<file path="config.mk">
export PLATFORM = sky130hd
export DESIGN_NAME = rci_reset_cause
export DESIGN_NICKNAME = d
export VERILOG_FILES = /design/src/rci_pkg.sv /design/src/rci_init_table.sv /design/src/rci_reset_cause.sv
export SDC_FILE = /design/constraint.sdc
export NUM_CORES = 1
export LEC_CHECK = 0
export ABC_CLOCK_PERIOD_IN_PS = 1800
export BUFFER_PORTS_ARGS = -buffer_cell sky130_fd_sc_hd__buf_2
export CELL_PAD_IN_SITES_DETAIL_PLACEMENT = 0
export CELL_PAD_IN_SITES_GLOBAL_PLACEMENT = 2
export CORE_UTILIZATION = 15
export CTS_CLUSTER_DIAMETER = 50
export DETAILED_ROUTE_END_ITERATION = 16
export PLACE_DENSITY_LB_ADDON = 0.1
export SLEW_MARGIN = 20
export SYNTH_ARGS = -nofsm -noshare
export SYNTH_HDL_FRONTEND = slang
export SYNTH_SLANG_ARGS = --single-unit
</file>
<file path="constraint.sdc">
create_clock -name i_core_clk -period 1.8 [get_ports i_core_clk]
set_input_delay 0.18 -clock i_core_clk [delete_from_list [all_inputs] [get_ports i_core_clk]]
set_output_delay 0.18 -clock i_core_clk [all_outputs]
set_load 0.01 [all_outputs]
</file>
<file path="src/rci_pkg.sv">
// Package for the reset cause and initial state block
// Assumes a single 200 MHz core clock; the named constants used by the other files live here
package rci_pkg;

  // ----------------------------------------
  // Register map
  // ----------------------------------------
  localparam logic [15:0] RCI_CAUSE_ADDR = 16'hffac;
  localparam logic [15:0] RCI_LVCTL_ADDR = 16'hff78;
  localparam logic [7:0] RCI_CAUSE_RST = 8'h00;
  localparam int RCI_WDT_BIT = 4;
  localparam int RCI_LVD_BIT = 0;
  localparam int RCI_LV_EN_BIT = 7;
  localparam int RCI_LV_MD_BIT = 1;
  localparam int RCI_LV_FLAG_BIT = 0;
  localparam logic [7:0] RCI_LV_WMASK = 8'h82;

  // ----------------------------------------
  // Initial values of peripheral state
  // ----------------------------------------
  localparam logic [15:0] RCI_ZERO16 = 16'h0000;
  localparam logic [7:0] RCI_ZERO8 = 8'h00;
  localparam logic [7:0] RCI_ONES8 = 8'hff;
  localparam logic [7:0] RCI_MASK1H_INIT = 8'hdf;
  localparam logic [7:0] RCI_ASYNC_MODE_INIT = 8'h01;
  localparam logic [7:0] RCI_ASYNC_BAUD_INIT = 8'h1f;
  localparam logic [7:0] RCI_FLASH_PROG_MODE_CTRL_USER = 8'h08;
  localparam logic [7:0] RCI_FLASH_PROG_MODE_CTRL_OBP = 8'h0c;

  // ----------------------------------------
  // Reset sources
  // ----------------------------------------
  typedef enum logic [3:0] {
    RCI_SRC_NONE = 4'h0,
    RCI_SRC_PIN = 4'h1,
    RCI_SRC_POC = 4'h2,
    RCI_SRC_WDT = 4'h4,
    RCI_SRC_LVD = 4'h8
  } rci_src_t;

  // Processor read/write port
  typedef struct packed {
    logic rd;
    logic wr;
    logic [15:0] addr;
    logic [7:0] wdata;
  } rci_bus_t;

  // Initial state handed to the peripherals on a reset
  typedef struct packed {
    logic [15:0] wide_timer_count;
    logic [15:0] wide_capcmp_a;
    logic [15:0] wide_capcmp_b;
    logic [7:0] wide_timer_mode;
    logic [7:0] wide_timer_prescale;
    logic [7:0] wide_capture_ctrl;
    logic [7:0] wide_timer_out_ctrl;
    logic [7:0] byte_timer_regs;
    logic [7:0] htimer_regs;
    logic [7:0] clock_out_select;
    logic [7:0] async_mode;
    logic [7:0] async_baud_ctrl;
    logic [7:0] async_rx_buffer;
    logic [7:0] async_tx_shift;
    logic [7:0] sync_regs;
    logic [7:0] converter_regs;
    logic [15:0] muldiv_words;
    logic [7:0] muldiv_control;
    logic [7:0] rt_output_regs;
    logic [7:0] irq_request_flags;
    logic [7:0] irq_priority_flags;
    logic [7:0] irq_mask_flags;
    logic [7:0] irq_mask_high_second;
    logic [7:0] ext_irq_edge_enable;
    logic [7:0] flash_status_reg;
    logic [7:0] flash_prog_mode_ctrl;
  } rci_init_t;

endpackage : rci_pkg

</file>
<file path="src/rci_init_table.sv">
// Fixed table of peripheral initial values loaded on reset acknowledge
// Assumes the on-board programming strap is stable while a reset is in progress
module rci_init_table
  import rci_pkg::*;
(
  // Mode
  input wire logic i_obp_mode,
  // Table
  output rci_init_t o_init
);

  // ----------------------------------------
  // Constant assignments
  // ----------------------------------------
  // Registers left undefined (converter result, sync tx buffer,
  // flash protect command) are simply not driven by this table
  always_comb begin
    o_init = '0;
    o_init.wide_timer_count = RCI_ZERO16;
    o_init.wide_capcmp_a = RCI_ZERO16;
    o_init.wide_capcmp_b = RCI_ZERO16;
    o_init.wide_timer_mode = RCI_ZERO8;
    o_init.wide_timer_prescale = RCI_ZERO8;
    o_init.wide_capture_ctrl = RCI_ZERO8;
    o_init.wide_timer_out_ctrl = RCI_ZERO8;
    o_init.byte_timer_regs = RCI_ZERO8;
    o_init.htimer_regs = RCI_ZERO8;
    o_init.clock_out_select = RCI_ZERO8;
    o_init.async_mode = RCI_ASYNC_MODE_INIT;
    o_init.async_baud_ctrl = RCI_ASYNC_BAUD_INIT;
    o_init.async_rx_buffer = RCI_ONES8;
    o_init.async_tx_shift = RCI_ONES8;
    o_init.sync_regs = RCI_ZERO8;
    o_init.converter_regs = RCI_ZERO8;
    o_init.muldiv_words = RCI_ZERO16;
    o_init.muldiv_control = RCI_ZERO8;
    o_init.rt_output_regs = RCI_ZERO8;
    o_init.irq_request_flags = RCI_ZERO8;
    o_init.irq_priority_flags = RCI_ONES8;
    o_init.irq_mask_flags = RCI_ONES8;
    o_init.irq_mask_high_second = RCI_MASK1H_INIT;
    o_init.ext_irq_edge_enable = RCI_ZERO8;
    o_init.flash_status_reg = RCI_ZERO8;
    o_init.flash_prog_mode_ctrl = i_obp_mode ? RCI_FLASH_PROG_MODE_CTRL_OBP : RCI_FLASH_PROG_MODE_CTRL_USER;
  end

endmodule : rci_init_table

</file>
<file path="src/rci_reset_cause.sv">
// Reset cause recorder, low-voltage control register and initial state loader
// Assumes reset requests are synchronous one-cycle-or-longer levels from on-chip sources;
// the core clock keeps running through an internal reset so the cause can be latched.
//
// What this block does
// - Pin, power-on, or read clears cause
// - Watchdog reset request sets bit four
// - Low-voltage reset request sets bit zero
// - Watchdog or low-voltage reset keeps other flag
// - Power-on-clear raises internal reset at power-up
// - Only program counter undefined during reset
// - Standby reset keeps memory; table still reloads
// - Wide timer registers initialise to zero
// - Byte timers, H timer, clock select zero
// - Async serial: mode 01, baud 1F, buffers FF
// - Sync serial registers zero, buffer undefined
// - Converter result undefined, controls zero
// - Multiplier divider registers initialise to zero
// - Real-time output registers initialise to zero
// - Irq requests zero, priority/mask FF, one DF
// - External edge enables initialise to zero
// - Flash command undefined, status zero
// - Flash mode control 08 user, 0C board
// - Low-voltage control resets per source
// - Low-voltage enable bits survive own reset
module rci_reset_cause
  import rci_pkg::*;
(
  // Clock and power-on reset
  input wire logic i_core_clk,
  input wire logic i_rst_b,
  // Reset requests
  input wire logic i_pin_reset,
  input wire logic i_wdt_reset,
  input wire logic i_lvd_reset,
  input wire logic i_lvd_compare,
  input wire logic i_standby,
  input wire logic i_obp_mode,
  // Processor port
  input wire rci_pkg::rci_bus_t i_bus,
  output logic [7:0] o_rdata,
  output logic o_rdata_valid,
  // Reset outputs
  output logic o_sys_reset,
  output logic o_pc_undefined,
  output logic o_ram_hold,
  output logic o_lv_enable,
  output logic o_lv_reset_mode,
  output logic o_lv_irq,
  output rci_pkg::rci_init_t o_init
);
  import rci_pkg::*;

  // ----------------------------------------
  // State
  // ----------------------------------------
  logic wdt_flag_q;
  logic wdt_flag_d;
  logic lvd_flag_q;
  logic lvd_flag_d;
  logic lv_en_q;
  logic lv_en_d;
  logic lv_md_q;
  logic lv_md_d;
  logic [7:0] rdata_q;
  logic [7:0] rdata_d;
  logic rvalid_q;
  logic sys_reset_q;
  logic standby_q;
  logic lv_irq_q;
  rci_init_t init_q;
  rci_init_t init_d;
  rci_src_t src;

  // ----------------------------------------
  // Decode
  // ----------------------------------------
  // Pin has priority over internal sources; a pin reset clears all history
  wire cause_hit = (i_bus.addr == RCI_CAUSE_ADDR);
  wire lvctl_hit = (i_bus.addr == RCI_LVCTL_ADDR);
  wire cause_rd = i_bus.rd && cause_hit;
  wire lvctl_wr = i_bus.wr && lvctl_hit;
  wire any_reset = i_pin_reset || i_wdt_reset || (i_lvd_reset && lv_md_q && lv_en_q);
  wire lvd_act = i_lvd_reset && lv_md_q && lv_en_q;
  wire [7:0] cause_val = cause_byte(wdt_flag_q, lvd_flag_q);
  wire [7:0] lvctl_val = {lv_en_q, 5'b0_0000, lv_md_q, i_lvd_compare && lv_en_q};

  assign src = i_pin_reset ? RCI_SRC_PIN :
               i_wdt_reset ? RCI_SRC_WDT :
               lvd_act ? RCI_SRC_LVD : RCI_SRC_NONE;

  // Unused bit positions are tied to zero here
  function automatic logic [7:0] cause_byte(input logic wdt, input logic lvd);
    logic [7:0] v;
    v = RCI_CAUSE_RST;
    v[RCI_WDT_BIT] = wdt;
    v[RCI_LVD_BIT] = lvd;
    return v;
  endfunction : cause_byte

  // ----------------------------------------
  // Cause flags
  // ----------------------------------------
  // A reset request that lands on the read cycle wins, so no cause is lost
  always_comb begin
    wdt_flag_d = cause_rd ? 1'b0 : wdt_flag_q;
    lvd_flag_d = cause_rd ? 1'b0 : lvd_flag_q;
    case (src)
      RCI_SRC_PIN: begin
        wdt_flag_d = 1'b0;
        lvd_flag_d = 1'b0;
      end
      RCI_SRC_WDT: begin
        wdt_flag_d = 1'b1;
        if (lvd_act) begin
          lvd_flag_d = 1'b1;
        end
      end
      RCI_SRC_LVD: begin
        lvd_flag_d = 1'b1;
      end
      default: begin
      end
    endcase
  end

  // ----------------------------------------
  // Low-voltage control
  // ----------------------------------------
  // The detector's own reset must not disable itself, else it would loop off
  always_comb begin
    lv_en_d = lv_en_q;
    lv_md_d = lv_md_q;
    if (i_pin_reset || i_wdt_reset) begin
      lv_en_d = 1'b0;
      lv_md_d = 1'b0;
    end else if (lvd_act) begin
      lv_en_d = lv_en_q;
      lv_md_d = lv_md_q;
    end else if (lvctl_wr) begin
      lv_en_d = i_bus.wdata[RCI_LV_EN_BIT] & RCI_LV_WMASK[RCI_LV_EN_BIT];
      lv_md_d = i_bus.wdata[RCI_LV_MD_BIT] & RCI_LV_WMASK[RCI_LV_MD_BIT];
    end
  end

  // ----------------------------------------
  // Read data
  // ----------------------------------------
  // Cause register is read-only; writes to it fall through untouched
  always_comb begin
    rdata_d = RCI_ZERO8;
    if (cause_rd) begin
      rdata_d = cause_val;
    end else if (i_bus.rd && lvctl_hit) begin
      rdata_d = lvctl_val;
    end
  end

  // ----------------------------------------
  // Initial state
  // ----------------------------------------
  // Reloaded on every reset; held otherwise so peripherals see stable values
  rci_init_table u_table (
    .i_obp_mode(i_obp_mode),
    .o_init(init_d)
  );

  // ----------------------------------------
  // Registers
  // ----------------------------------------
  // Async reset is the power-on-clear; it clears everything but the system reset, which it sets
  always_ff @(posedge i_core_clk or negedge i_rst_b) begin
    if (!i_rst_b) begin
      wdt_flag_q <= 1'b0;
      lvd_flag_q <= 1'b0;
      lv_en_q <= 1'b0;
      lv_md_q <= 1'b0;
    end else begin
      wdt_flag_q <= wdt_flag_d;
      lvd_flag_q <= lvd_flag_d;
      lv_en_q <= lv_en_d;
      lv_md_q <= lv_md_d;
    end
  end

  // Bus answer one cycle after the request
  always_ff @(posedge i_core_clk or negedge i_rst_b) begin
    if (!i_rst_b) begin
      rdata_q <= RCI_ZERO8;
      rvalid_q <= 1'b0;
    end else begin
      rdata_q <= rdata_d;
      rvalid_q <= i_bus.rd && (cause_hit || lvctl_hit);
    end
  end

  // Power-on-clear drives the system reset from the start
  always_ff @(posedge i_core_clk or negedge i_rst_b) begin
    if (!i_rst_b) begin
      sys_reset_q <= 1'b1;
      standby_q <= 1'b0;
      lv_irq_q <= 1'b0;
    end else begin
      sys_reset_q <= any_reset;
      standby_q <= any_reset ? (standby_q || i_standby) : i_standby;
      lv_irq_q <= lv_en_q && !lv_md_q && i_lvd_compare;
    end
  end

  // Table reload; data memory is outside and kept when standby_q is high
  always_ff @(posedge i_core_clk or negedge i_rst_b) begin
    if (!i_rst_b) begin
      init_q <= '0;
    end else if (any_reset || sys_reset_q) begin
      init_q <= init_d;
    end
  end

  // ----------------------------------------
  // Outputs
  // ----------------------------------------
  // Only the program counter is flagged undefined while reset stands
  assign o_rdata = rdata_q;
  assign o_rdata_valid = rvalid_q;
  assign o_sys_reset = sys_reset_q;
  assign o_pc_undefined = sys_reset_q;
  assign o_ram_hold = standby_q;
  assign o_lv_enable = lv_en_q;
  assign o_lv_reset_mode = lv_md_q;
  assign o_lv_irq = lv_irq_q;
  assign o_init = init_q;

  // ----------------------------------------
  // Checks
  // ----------------------------------------
  // Power-on-clear holds the system reset for as long as it stands
  poc_reset_a: assert property (@(posedge i_core_clk)
    !i_rst_b |=> o_sys_reset && o_pc_undefined)
    else $error("system reset low during power-on clear");

  // Every accepted request raises the system reset on the next cycle
  reset_follow_a: assert property (@(posedge i_core_clk) disable iff (!i_rst_b)
    any_reset |=> o_sys_reset && o_pc_undefined)
    else $error("system reset missing after request");

  // Outside a reset the peripherals must see a frozen table
  init_hold_a: assert property (@(posedge i_core_clk) disable iff (!i_rst_b)
    !any_reset && !o_sys_reset |=> $stable(o_init))
    else $error("initial state changed outside reset");

  // Watchdog request sets its flag, even over a read in the same cycle
  wdt_sets_a: assert property (@(posedge i_core_clk) disable iff (!i_rst_b)
    i_wdt_reset && !i_pin_reset |=> o_sys_reset && wdt_flag_q)
    else $error("watchdog flag not set");

  // A detector reset sets its flag and leaves the detector enabled
  lvd_sets_a: assert property (@(posedge i_core_clk) disable iff (!i_rst_b)
    lvd_act && !i_pin_reset && !i_wdt_reset |=> lvd_flag_q && lv_en_q)
    else $error("low-voltage flag not set or enable lost");

  // Pin reset wipes both flags and the detector control
  pin_clear_a: assert property (@(posedge i_core_clk) disable iff (!i_rst_b)
    i_pin_reset |=> !wdt_flag_q && !lvd_flag_q && !lv_en_q)
    else $error("pin reset did not clear");

  // A read returns the old byte and leaves zeros behind
  read_clear_a: assert property (@(posedge i_core_clk) disable iff (!i_rst_b)
    cause_rd && !any_reset |=> o_rdata == $past(cause_val) && cause_val == RCI_CAUSE_RST)
    else $error("read did not clear cause");

  // Watchdog reset leaves the low-voltage flag alone
  wdt_holds_a: assert property (@(posedge i_core_clk) disable iff (!i_rst_b)
    i_wdt_reset && !i_pin_reset && !lvd_act && !cause_rd |=>
      lvd_flag_q == $past(lvd_flag_q))
    else $error("watchdog reset disturbed other flag");

  // Detector reset leaves the watchdog flag alone
  lvd_holds_a: assert property (@(posedge i_core_clk) disable iff (!i_rst_b)
    lvd_act && !i_pin_reset && !i_wdt_reset && !cause_rd |=>
      wdt_flag_q == $past(wdt_flag_q))
    else $error("low-voltage reset disturbed other flag");

  // Unused positions of a returned cause byte stay zero
  unused_zero_a: assert property (@(posedge i_core_clk) disable iff (!i_rst_b)
    cause_rd |=> o_rdata_valid && (o_rdata & 8'hee) == 8'h00)
    else $error("unused cause bit set");

  // A write aimed at the cause register changes nothing
  cause_ro_a: assert property (@(posedge i_core_clk) disable iff (!i_rst_b)
    i_bus.wr && cause_hit && !any_reset && !cause_rd |=> cause_val == $past(cause_val))
    else $error("write reached cause register");

  // Pin and watchdog resets switch the detector off
  lv_clear_a: assert property (@(posedge i_core_clk) disable iff (!i_rst_b)
    i_pin_reset || i_wdt_reset |=> !o_lv_enable && !o_lv_reset_mode)
    else $error("detector control survived reset");

  // The detector's own reset keeps it armed
  lv_keep_a: assert property (@(posedge i_core_clk) disable iff (!i_rst_b)
    lvd_act && !i_pin_reset && !i_wdt_reset |=> o_lv_enable && o_lv_reset_mode)
    else $error("detector control lost on own reset");

  // Interrupt mode follows the comparator one cycle late
  lv_irq_a: assert property (@(posedge i_core_clk) disable iff (!i_rst_b)
    lv_en_q && !lv_md_q && i_lvd_compare |=> o_lv_irq)
    else $error("detector interrupt missing");

  // Standby seen at a reset keeps data memory held
  standby_hold_a: assert property (@(posedge i_core_clk) disable iff (!i_rst_b)
    any_reset && i_standby |=> o_ram_hold)
    else $error("memory hold missing after standby reset");

  // Strap is taken on the last reload edge of a reset
  flash_prog_mode_ctrl_init_a: assert property (@(posedge i_core_clk) disable iff (!i_rst_b)
    any_reset ##1 !any_reset |=> o_init.flash_prog_mode_ctrl ==
      ($past(i_obp_mode) ? RCI_FLASH_PROG_MODE_CTRL_OBP : RCI_FLASH_PROG_MODE_CTRL_USER))
    else $error("flash mode init wrong");

  // Table values two cycles after any reset request
  mask_init_a: assert property (@(posedge i_core_clk) disable iff (!i_rst_b)
    any_reset |=> ##1 o_init.irq_mask_high_second == RCI_MASK1H_INIT
      && o_init.async_baud_ctrl == RCI_ASYNC_BAUD_INIT)
    else $error("init table value wrong");

  // ----------------------------------------
  // Cover points
  // ----------------------------------------
  // Main scenarios: each cause read back, pin wipe, irq mode, standby reset
  wdt_cover_c: cover property (@(posedge i_core_clk) disable iff (!i_rst_b)
    i_wdt_reset ##1 cause_rd);
  lvd_cover_c: cover property (@(posedge i_core_clk) disable iff (!i_rst_b)
    lvd_act ##1 cause_rd);
  pin_cover_c: cover property (@(posedge i_core_clk) disable iff (!i_rst_b)
    wdt_flag_q ##1 i_pin_reset);
  irq_cover_c: cover property (@(posedge i_core_clk) disable iff (!i_rst_b)
    lv_en_q && !lv_md_q && i_lvd_compare ##1 o_lv_irq);
  standby_cover_c: cover property (@(posedge i_core_clk) disable iff (!i_rst_b)
    any_reset && i_standby ##1 o_ram_hold);

endmodule : rci_reset_cause

</file>
# Word level (Yosys, flattened, before mapping)
# Index checks and enable logic that the tools add are counted.
# totals
inputBits,34
elab_cells,56
reg_bits,28
output_inout_bits,255
# op_classes
muxes,18
n_reduce_logical,18
eq_ne,6
# ops
cell,n
$eq 16x16->1 const B,2
$mux 8,2
$mux 4,3
$mux 1,10
$logic_and 1x1->1,9
$logic_or 1x1->1,5
$eq 4x1->1 const B,1
$eq 4x3->1 const B,1
$eq 4x4->1 const B,1
$mux 3,1
$pmux 1 s3,1
$reduce_bool 3->1,1
$ne 2x1->1 const B,1
$pmux 1 s2,1
$reduce_and 2->1,1
$reduce_bool 2->1,1
$logic_not 1->1,1

# Logic depth before layout (Yosys ltp)
# Gate-level depths: netlist (run 1).
# logic_depth
word_depth,7
depth_mapped,4
mapped_depth_nobuf,4

# Modules after synthesis
# Synthesis (run 1) repeated with hierarchy kept, for this count alone.
# unflattened
cells_unflattened,802
hier_area_um2,11432.2
# by_module_without_submodules
mod,cells_per_inst,seq_area_each_um2,n_inst,area_each_um2
rci_reset_cause,560,6307.3,1,9623.0
rci_init_table,242,0.0,1,1809.2

# Worst setup path before layout (run 1)
# No wires, ideal clock.
# synth_timing
kind,register to output
from,"register, netlist name o_init[104]"
to,output o_init[104] (netlist name)
stages_incl_launch_ff,2
path_slack_ns,0.327
arrival_ns,1.293
path_buffers,1
required_time_ns,1.620
cell_sequence,dfrtp_1 buf_4
# synth_lines
item,line,text
"end, declared",rci_reset_cause.sv:50,output rci_pkg::rci_init_t o_init
# No word-level cell between the ends.

# Worst setup path in the final report (run 1)
# layout_timing
from,"register, netlist name o_init[104]"
to,output o_init[109] (netlist name)
# No word-level cell between the ends.

==> results of run 1 <==
==> sequential cells by signal (all words and copies together) (netlist names) <==
register and count:
wdt_flag_q 1, o_lv_irq 1, lvd_flag_q 1, o_rdata_valid 1, o_init 2, o_pc_undefined 1
o_rdata 4, o_lv_enable 1, o_ram_hold 1, o_lv_reset_mode 1
==> cells in the final DEF, fill, tap and decap left out, types with 2 or more instances in the layout <==
cell type / count
sky130_fd_sc_hd__dfrtp_1: 13
sky130_fd_sc_hd__o21ai_0: 2
sky130_fd_sc_hd__a21oi_1: 2
sky130_fd_sc_hd__nor2_1: 4
sky130_fd_sc_hd__nand2b_1: 3
sky130_fd_sc_hd__nand3_1: 6
sky130_fd_sc_hd__o22ai_1: 2
sky130_fd_sc_hd__or3_1: 2
sky130_fd_sc_hd__nand4_1: 2
sky130_fd_sc_hd__clkbuf_16: 3
sky130_fd_sc_hd__and2_1: 3
sky130_fd_sc_hd__buf_2: 85
sky130_fd_sc_hd__conb_1: 197
==> timing repair <==
item,in CTS,in global routing
hold buffers,1,0
resized for setup,0,0
hold endpoints to repair,13,0
==> routing by layer <==
layer,up-vias,part of all wire,track usage
li1,570,-,-
met1,550,0.28,0.03545
met2,134,0.62,0.08254
met3,0,0.10,0.009083
met4,0,0,0.006156
met5,-,0,0
==> power groups by stage <==
stage          logic, uW  registers, uW  clock network (uW)
2_1_floorplan        514            333                   0
3_3_place_gp         243            331                   0
3_5_place_dp         244            331                   0
4_1_cts              245            326                 437
5_1_grt              295            327                 451
6_report             254            327                 414
==> critical path, cell delays in order (launching register included) <==
cell and delay (ns):
sky130_fd_sc_hd__dfrtp_1 0.64, sky130_fd_sc_hd__buf_12 0.22, sky130_fd_sc_hd__buf_2 0.15
==> cell families after synthesis <==
logic type             after synthesis  synth area share
other                                1          0.001539
AOI/OAI and AO/OA                    8           0.02002
DFF                                 14            0.1443
and+or+nand+nor                     29           0.07957
muxes                                1          0.004620
buffers and inverters              244            0.7500
==> metrics by stage <==
step                      instances  hold slack, ns  setup WS (ns)
after global routing            557          0.1388         0.2509
after global placement          552          0.1113         0.3798
after CTS                       557          0.1267         0.3123
final                           557          0.1343         0.3666
after detailed placement        552          0.1086         0.3965
after floorplan                 493         -0.1156         0.3269
==> worst max path at each step <==
stage | startpoint | cells after the start | end
finish | o_init[104] | 2 | o_init[109]
floorplan | o_init[104] | 1 | o_init[104]
global route | o_init[104] | 2 | o_init[117]
global placement | i_bus[8] | 5 | wdt_flag_q
detailed placement | i_bus[8] | 5 | wdt_flag_q
CTS | o_init[104] | 2 | o_init[31]
==> final cells by class <==
cell class	count	area, sq um
Timing Repair Buffer	87	455.4
Tap cell	216	270.3
Clock buffer	4	78.83
Sequential cell	14	351.6
Fill cell	1876	13730
Multi-Input combinational cell	235	993.5
Inverter	1	3.754
==> impl_summary.md, run 1 <==
Place
The count of buffers added on input and output ports is 85. Routability-driven placement finished with a final weighted congestion of 0.6076. The placed wire-length estimate is 3620 um.

The area of placed instances is 2064 sq um.

Min path
The number of cells on the worst hold path is 2. The worst hold path terminates at o_ram_hold. The start point of the worst hold path is i_standby. The min-delay analysis places its worst path in the category input port to register.

Critical path
The category of the most critical setup path is register to output port. The worst register-to-register path ends at o_init[2]. The category of the worst setup path capture point is an output port. The setup check on the worst reg-to-reg path leaves a slack of 0.51 ns. For the worst setup path, the data required time is 1.62 ns. The worst setup path is launched from a register. The worst register-to-register path has a depth of 4. The data arrival time of the worst path is roughly 1.3 ns.

The worst-path maximum fanout is 29. The critical register-to-register path startpoint is o_lv_reset_mode.

GRT
The remaining global-route overflow is 0. The initial antenna violation count came to 0. The wire length of the first global-routing pass is 4795 um. For this run, the total global-route usage over all layers was measured as 0.03810. The number of global-route vias before repair is 815. Entering global routing, the biggest net connects 30 pins.

Die
The effective utilization at floorplan is 0.1534. The I/O pin count is ~290. The die is 129.5 um wide. The area of the placeable core is 15,890 sq um. After floorplanning, the core was divided into 46 placement rows. The die covers approximately 17,000 sq um. The floorplan step set the die height to 129.5 um.

Synthesis
The number of storage elements in the synthesis netlist is 14. The commonest cells after synthesis are sky130_fd_sc_hd__buf_4, sky130_fd_sc_hd__dfrtp_1, sky130_fd_sc_hd__nand3_1. A synthesized cell averages just over 8 sq um. Ranked by total cell area, the synthesized netlist is headed by sky130_fd_sc_hd__buf_4, sky130_fd_sc_hd__dfrtp_1, sky130_fd_sc_hd__nand3_1, sky130_fd_sc_hd__dfstp_2, sky130_fd_sc_hd__nor4_4. The post-synthesis async set-or-reset flop share is 1.000. For this run, the leading register cell type out of synthesis is sky130_fd_sc_hd__dfrtp_1. After synthesis the cells add up to about 2400 sq um. The proportion of netlist area held by the largest area contributor is 0.7485. The number of synthesized flops with an enable pin is 0. The most used standard cell by instance count after synthesis is sky130_fd_sc_hd__buf_4. The cell count after synthesis came out at 297. The biggest area contributor in the post-synthesis netlist is sky130_fd_sc_hd__buf_4. The count of different cell masters after synthesis is 26. The share of the Yosys chip area taken by registers is 0.1443.

For this run, the number of Yosys warnings is 0.

Power and ir drop
The analysis attributes to cell leakage a power of 0.001227 uW. The share of total power dissipated in the clock network is 0.416. The reported net switching power is 338.2 uW. The sequential share of power is 0.328. The internal power of the cells totals 656.5 uW. The design draws 994.7 uW. The peak ir drop on the vdd network is approximately 0.25 mV. Of the total power, the share spent switching nets is 0.3400.

In this run the power density over the cells is between 400 and 500 nW/um^2. The combinational cell fraction of total power is 0.255.

Job
The number of max-capacitance violations reported is 0.

STA
The clock period minus worst slack is around 1.4 ns. Setup repair after global routing left no endpoint under its margin. The number of pins with negative max-slew slack in the final report is 0. The number of endpoints with negative hold slack in the final report is 0. For this run, the top clock speed supported by timing is roughly 700 MHz. Clock skew on the completed layout was measured at 0.003928 ns. Adding up every negative setup slack in the final design gives 0 ns. The setup violation total in the final timing report is 0. The share of the clock period used by the worst path after layout is 0.7963.

CTS
The CTS root buffer is sky130_fd_sc_hd__clkbuf_16. Clock tree synthesis inserted a total of 3 buffers. Clock-pin slew was measured on the worst setup and hold paths at 0.04 ns. The number of buffers between clock root and the deepest sink is 2.

Post-CTS timing repair inserted 0 buffers for setup. The CTS tree is built. The later pin in the worst-skew pair is clocked with a latency of 0.24 ns. The maximum level of the CTS H-tree is 1. The tree built by TritonCTS fans out to 14 sinks.

Finish
The post-layout net count is 376. The finished cells cover 2153 sq um. From synthesis to final layout, the design area changed by -11.65%. The antenna diode count is 0. For this run, the share of the core covered by cells in the final layout is 0.1356. The share of layout cells above drive strength 1 is 0.2815.

Routing
Using the TritonRoute via totals, the vias-per-cell ratio works out to 2.251. The detailed-route via count is 1,254. Once detail routing completed, the nets flagged for antenna violations numbered 0. Before antenna repair, the detailed router went through 4 iterations. The final routed wirelength across all metal layers is 3993 um. The routed length per instance is 7.169 um.

For this run, design rule violations remaining after detail routing come to 0. After the first detailed-routing iteration, the DRC count stood at 20.

Status
The flow ran to the end, and the final reports show no timing, DRC or antenna violations.
Power figures use the tool's default switching activity.
==> run 2, diff against run 1 <==
--- a/config.mk
+++ b/config.mk
@@ -5,7 +5,8 @@
 export SDC_FILE = /design/constraint.sdc
 export NUM_CORES = 1
 export LEC_CHECK = 0
-export ABC_CLOCK_PERIOD_IN_PS = 1800
+export ABC_AREA = 1
+export ABC_CLOCK_PERIOD_IN_PS = 1410
 export BUFFER_PORTS_ARGS = -buffer_cell sky130_fd_sc_hd__buf_2
 export CELL_PAD_IN_SITES_DETAIL_PLACEMENT = 0
 export CELL_PAD_IN_SITES_GLOBAL_PLACEMENT = 2
==> constraint.sdc (replaced) <==
create_clock -name i_core_clk -period 1.41 [get_ports i_core_clk]
set_input_delay 0.141 -clock i_core_clk [delete_from_list [all_inputs] [get_ports i_core_clk]]
set_output_delay 0.141 -clock i_core_clk [all_outputs]
set_load 0.01 [all_outputs]
==> run 2 against run 1 <==
- register-to-register slack lost 0.17 ns
- global-route usage grew 0.33 points
- count of clock-buffer cells in the layout stayed put
- final area rose by 5.4%
- sequential cell count unchanged
- non-clock buffer count increased by 1
- clock power up 44%
- sequential power up 27%
- sequential share of layout area down 0.67 points
- largest power group unchanged
- power up 37%
==> impl_summary.md, run 2 <==
Status
The flow ran to the end, and the final reports show no timing, DRC or antenna violations.

STA
The worst path needs 1.205 ns of the cycle, external delays included. The setup violation total in the final timing report is 0. Static timing analysis puts the maximum clock frequency at 830.2 MHz. In the final timing run, aggregate negative setup slack is 0 ns. Clock skew on the completed layout was measured at 0.003445 ns. In the finished design, the share of the clock period the worst path needs comes to 0.8543. Final hold analysis gives a worst-case slack of 0.07395 ns. The number of endpoints with negative hold slack in the final report is 0. The number of pins with negative max-slew slack in the final report is 0. Setup repair after global routing left no endpoint under its margin.

Power and ir drop
The peak ir drop on the vdd network is slightly above 0.3 mV. Power spread over the standard cell area amounts to 598.2 nW/um^2. Total power for the finished layout comes to between 1000 and 1500 uW.

Summed over all cells, the static leakage comes to approximately 0.0013 uW.

Finish
The post-layout net count is 410. The area of all sequential standard cells is 355.3 sq um. The area added between synthesis and finish is -10.64%. 0 antenna diodes ended up in the layout. The number of flip-flops under the largest register name is 4. The area of the multi-input gates is approximately 1100 sq um. The post-layout utilization of the core is 0.1369. The finished layout holds 595 standard cells, fillers aside. Leaving out fill and tap cells, the most frequent cells in the layout are sky130_fd_sc_hd__conb_1, sky130_fd_sc_hd__buf_2, sky130_fd_sc_hd__nand2_1, sky130_fd_sc_hd__dfrtp_1, sky130_fd_sc_hd__inv_1. The share of layout cells above drive strength 1 is 0.2853.

Leaving out fill and tap cells, the most frequent cell in the layout is sky130_fd_sc_hd__conb_1. Counting the fill cells in the layout gives 1,963.

Die
From left edge to right edge, the die measures 132.1 um. The area of the die is 17,460 sq um. The effective utilization at floorplan is 0.1532. The I/O pin count is between 200 and 300. The floorplan die height is 132.1 um. Row generation in the floorplan step produced 47 rows. The area of the placeable core is approximately 17,000 sq um.

Job
Max-cap violations in this run came to 0.

Synthesis
Of the post-synthesis cell area, the dominant cell type holds 0.7182. The number of storage elements in the synthesis netlist is 14. The main flop type after synthesis is sky130_fd_sc_hd__dfrtp_1.

In the synthesized netlist the async set-or-reset flop fraction comes to 1.000. The count of different cell masters after synthesis is 20. Yosys attributes the largest share of cell area to sky130_fd_sc_hd__buf_4, sky130_fd_sc_hd__dfrtp_1, sky130_fd_sc_hd__nand2_1, sky130_fd_sc_hd__inv_1, sky130_fd_sc_hd__nand3_1. The sequential fraction of the synthesis area is 0.1384. The synthesized netlist occupies a cell area of ~2500 sq um. The commonest cells after synthesis are sky130_fd_sc_hd__buf_4, sky130_fd_sc_hd__nand2_1, sky130_fd_sc_hd__dfrtp_1.

The instance count of the mapped netlist is between 300 and 400. The average cell area after synthesis is 7.697 sq um. The most area-hungry cell type in the Yosys netlist is sky130_fd_sc_hd__buf_4.

In this run, synthesis inferred 0 flip-flops with an integrated enable. The Yosys step of the flow raised 0 warnings. The most common cell in the synthesized netlist is sky130_fd_sc_hd__buf_4.

Place
The number of placed instances, taps included, is 590. The congestion estimate from routability-driven global placement came to a little over 0.6. Port buffering added 85 buffers. The placed wire-length estimate is 3900 um.

Critical path
The critical path is of the register to output port type. At the worst endpoint, the required time is 1.27 ns. On the worst path, the slowest cell contributes a delay of 0.61 ns. In this run the number of cells on the critical path is 1.

The family with the most delay on the worst path is flip-flops. The kind of start point of the critical path is a register. The setup slack of the most critical reg-to-reg path is 0.34 ns. The critical path goes through buf_2.

Together, buffers and inverters on the worst path number 1. The slowest stage of the critical path belongs to the cell sky130_fd_sc_hd__dfrtp_4. The capturing point of the worst reg2reg path is o_init[104]. The worst setup path is captured at an output port. The data arrival time of the worst path is 1.06 ns. The critical register-to-register path startpoint is o_lv_enable.

The critical path ends at o_init[32]. The startpoint of the worst setup timing path is o_init[104]. In this run the worst path has a maximum fanout of 47.

The path depth of the worst reg2reg path is 5.

Min path
The class of the worst hold path is input port to register.

Routing
The number of DRC violations after detailed-routing iteration 0 is 24. The final routed wirelength across all metal layers is 4176 um. The final route contains around 1,400 vias. The residual antenna-violating net count after detailed routing is 0.

The detailed-route vias per instance is 2.400. The count of unresolved DRC violations after routing is 0. The number of detailed-routing iterations run before antenna repair is 5. The routed length per instance is about 7.0 um.

GRT
The remaining global-route overflow is 0. The first global-routing pass estimated 5582 um of wire. The overall track demand over capacity in global routing is 0.04136.

The number of global-route vias before repair is 1,057. Entering global routing, the biggest net connects 48 pins. The initial antenna violation count is 0.

CTS
The count of clock tree sinks is 14. In this run the number of H-tree levels came out at 1. The CTS tree is built.

The clock edge transition at the registers on the reported setup and hold paths is 0.05 ns. The total clock buffers created by CTS is 3. The later pin in the worst-skew pair is clocked with a latency of 0.24 ns.

The CTS root buffer is sky130_fd_sc_hd__clkbuf_16. The number of buffers between clock root and the deepest sink is 2.
==> run 2: per-stage QoR <==
| step | cell area [sq um] | worst slack (ns) |
|---|---|---|
| after global routing | 2270 | 0.1275 |
| after floorplan | 3277 | 0.3185 |
| final | 2270 | 0.2054 |
| after global placement | 2168 | 0.2394 |
| after CTS | 2267 | 0.06801 |
| after detailed placement | 2168 | 0.2538 |
==> run 2: worst min-delay path by stage <==
stage,end,depth (start not counted),slack (ns),startpoint
global route,o_ram_hold,2,0.07,i_standby
CTS,o_ram_hold,2,0.07,i_standby
global placement,wdt_flag_q,1,0.07,i_rst_b
finish,o_ram_hold,2,0.07,i_standby
detailed placement,o_rdata[4],1,0.07,i_rst_b
floorplan,lvd_flag_q,0,-0.15,i_rst_b
==> run 2: final cells by class <==
cell class	instances	area share
multi-input cells	257	0.4647
repair buffers	88	0.1985
flip-flops and latches	14	0.1566
well taps	220	0.1213
clock buffers	4	0.03914
inverters	12	0.01985
==> run 2: kinds of logic after synthesis <==
family                 synth area share
flip-flops                       0.1384
AND/OR/NAND/NOR                  0.1138
other                          0.001476
AO/OA/AOI/OAI                   0.01035
buffers and inverters            0.7360
==> run 2: what timing repair did <==
action | CTS | global route
gates resized for setup | 0 | 1
setup endpoints to repair | 0 | 5
hold endpoints to repair | 13 | 0
buffers inserted | 0 | 0
hold buffers | 1 | 0
==> run 2: per-layer routing <==
metal  GRT usage  wire length [um]  up-vias
li1            -                 -      650
met1     0.03648              1159      628
met2     0.09230              2642      150
met3    0.006151               374        0
met4     0.01163                 0        0
met5           0                 0        -
==> run 2: power breakdown <==
group          internal, uW  switching [uW]  leakage [uW]
registers               411            3.83      0.000180
logic                  48.1             299       0.00109
clock network           430             166     0.0000442
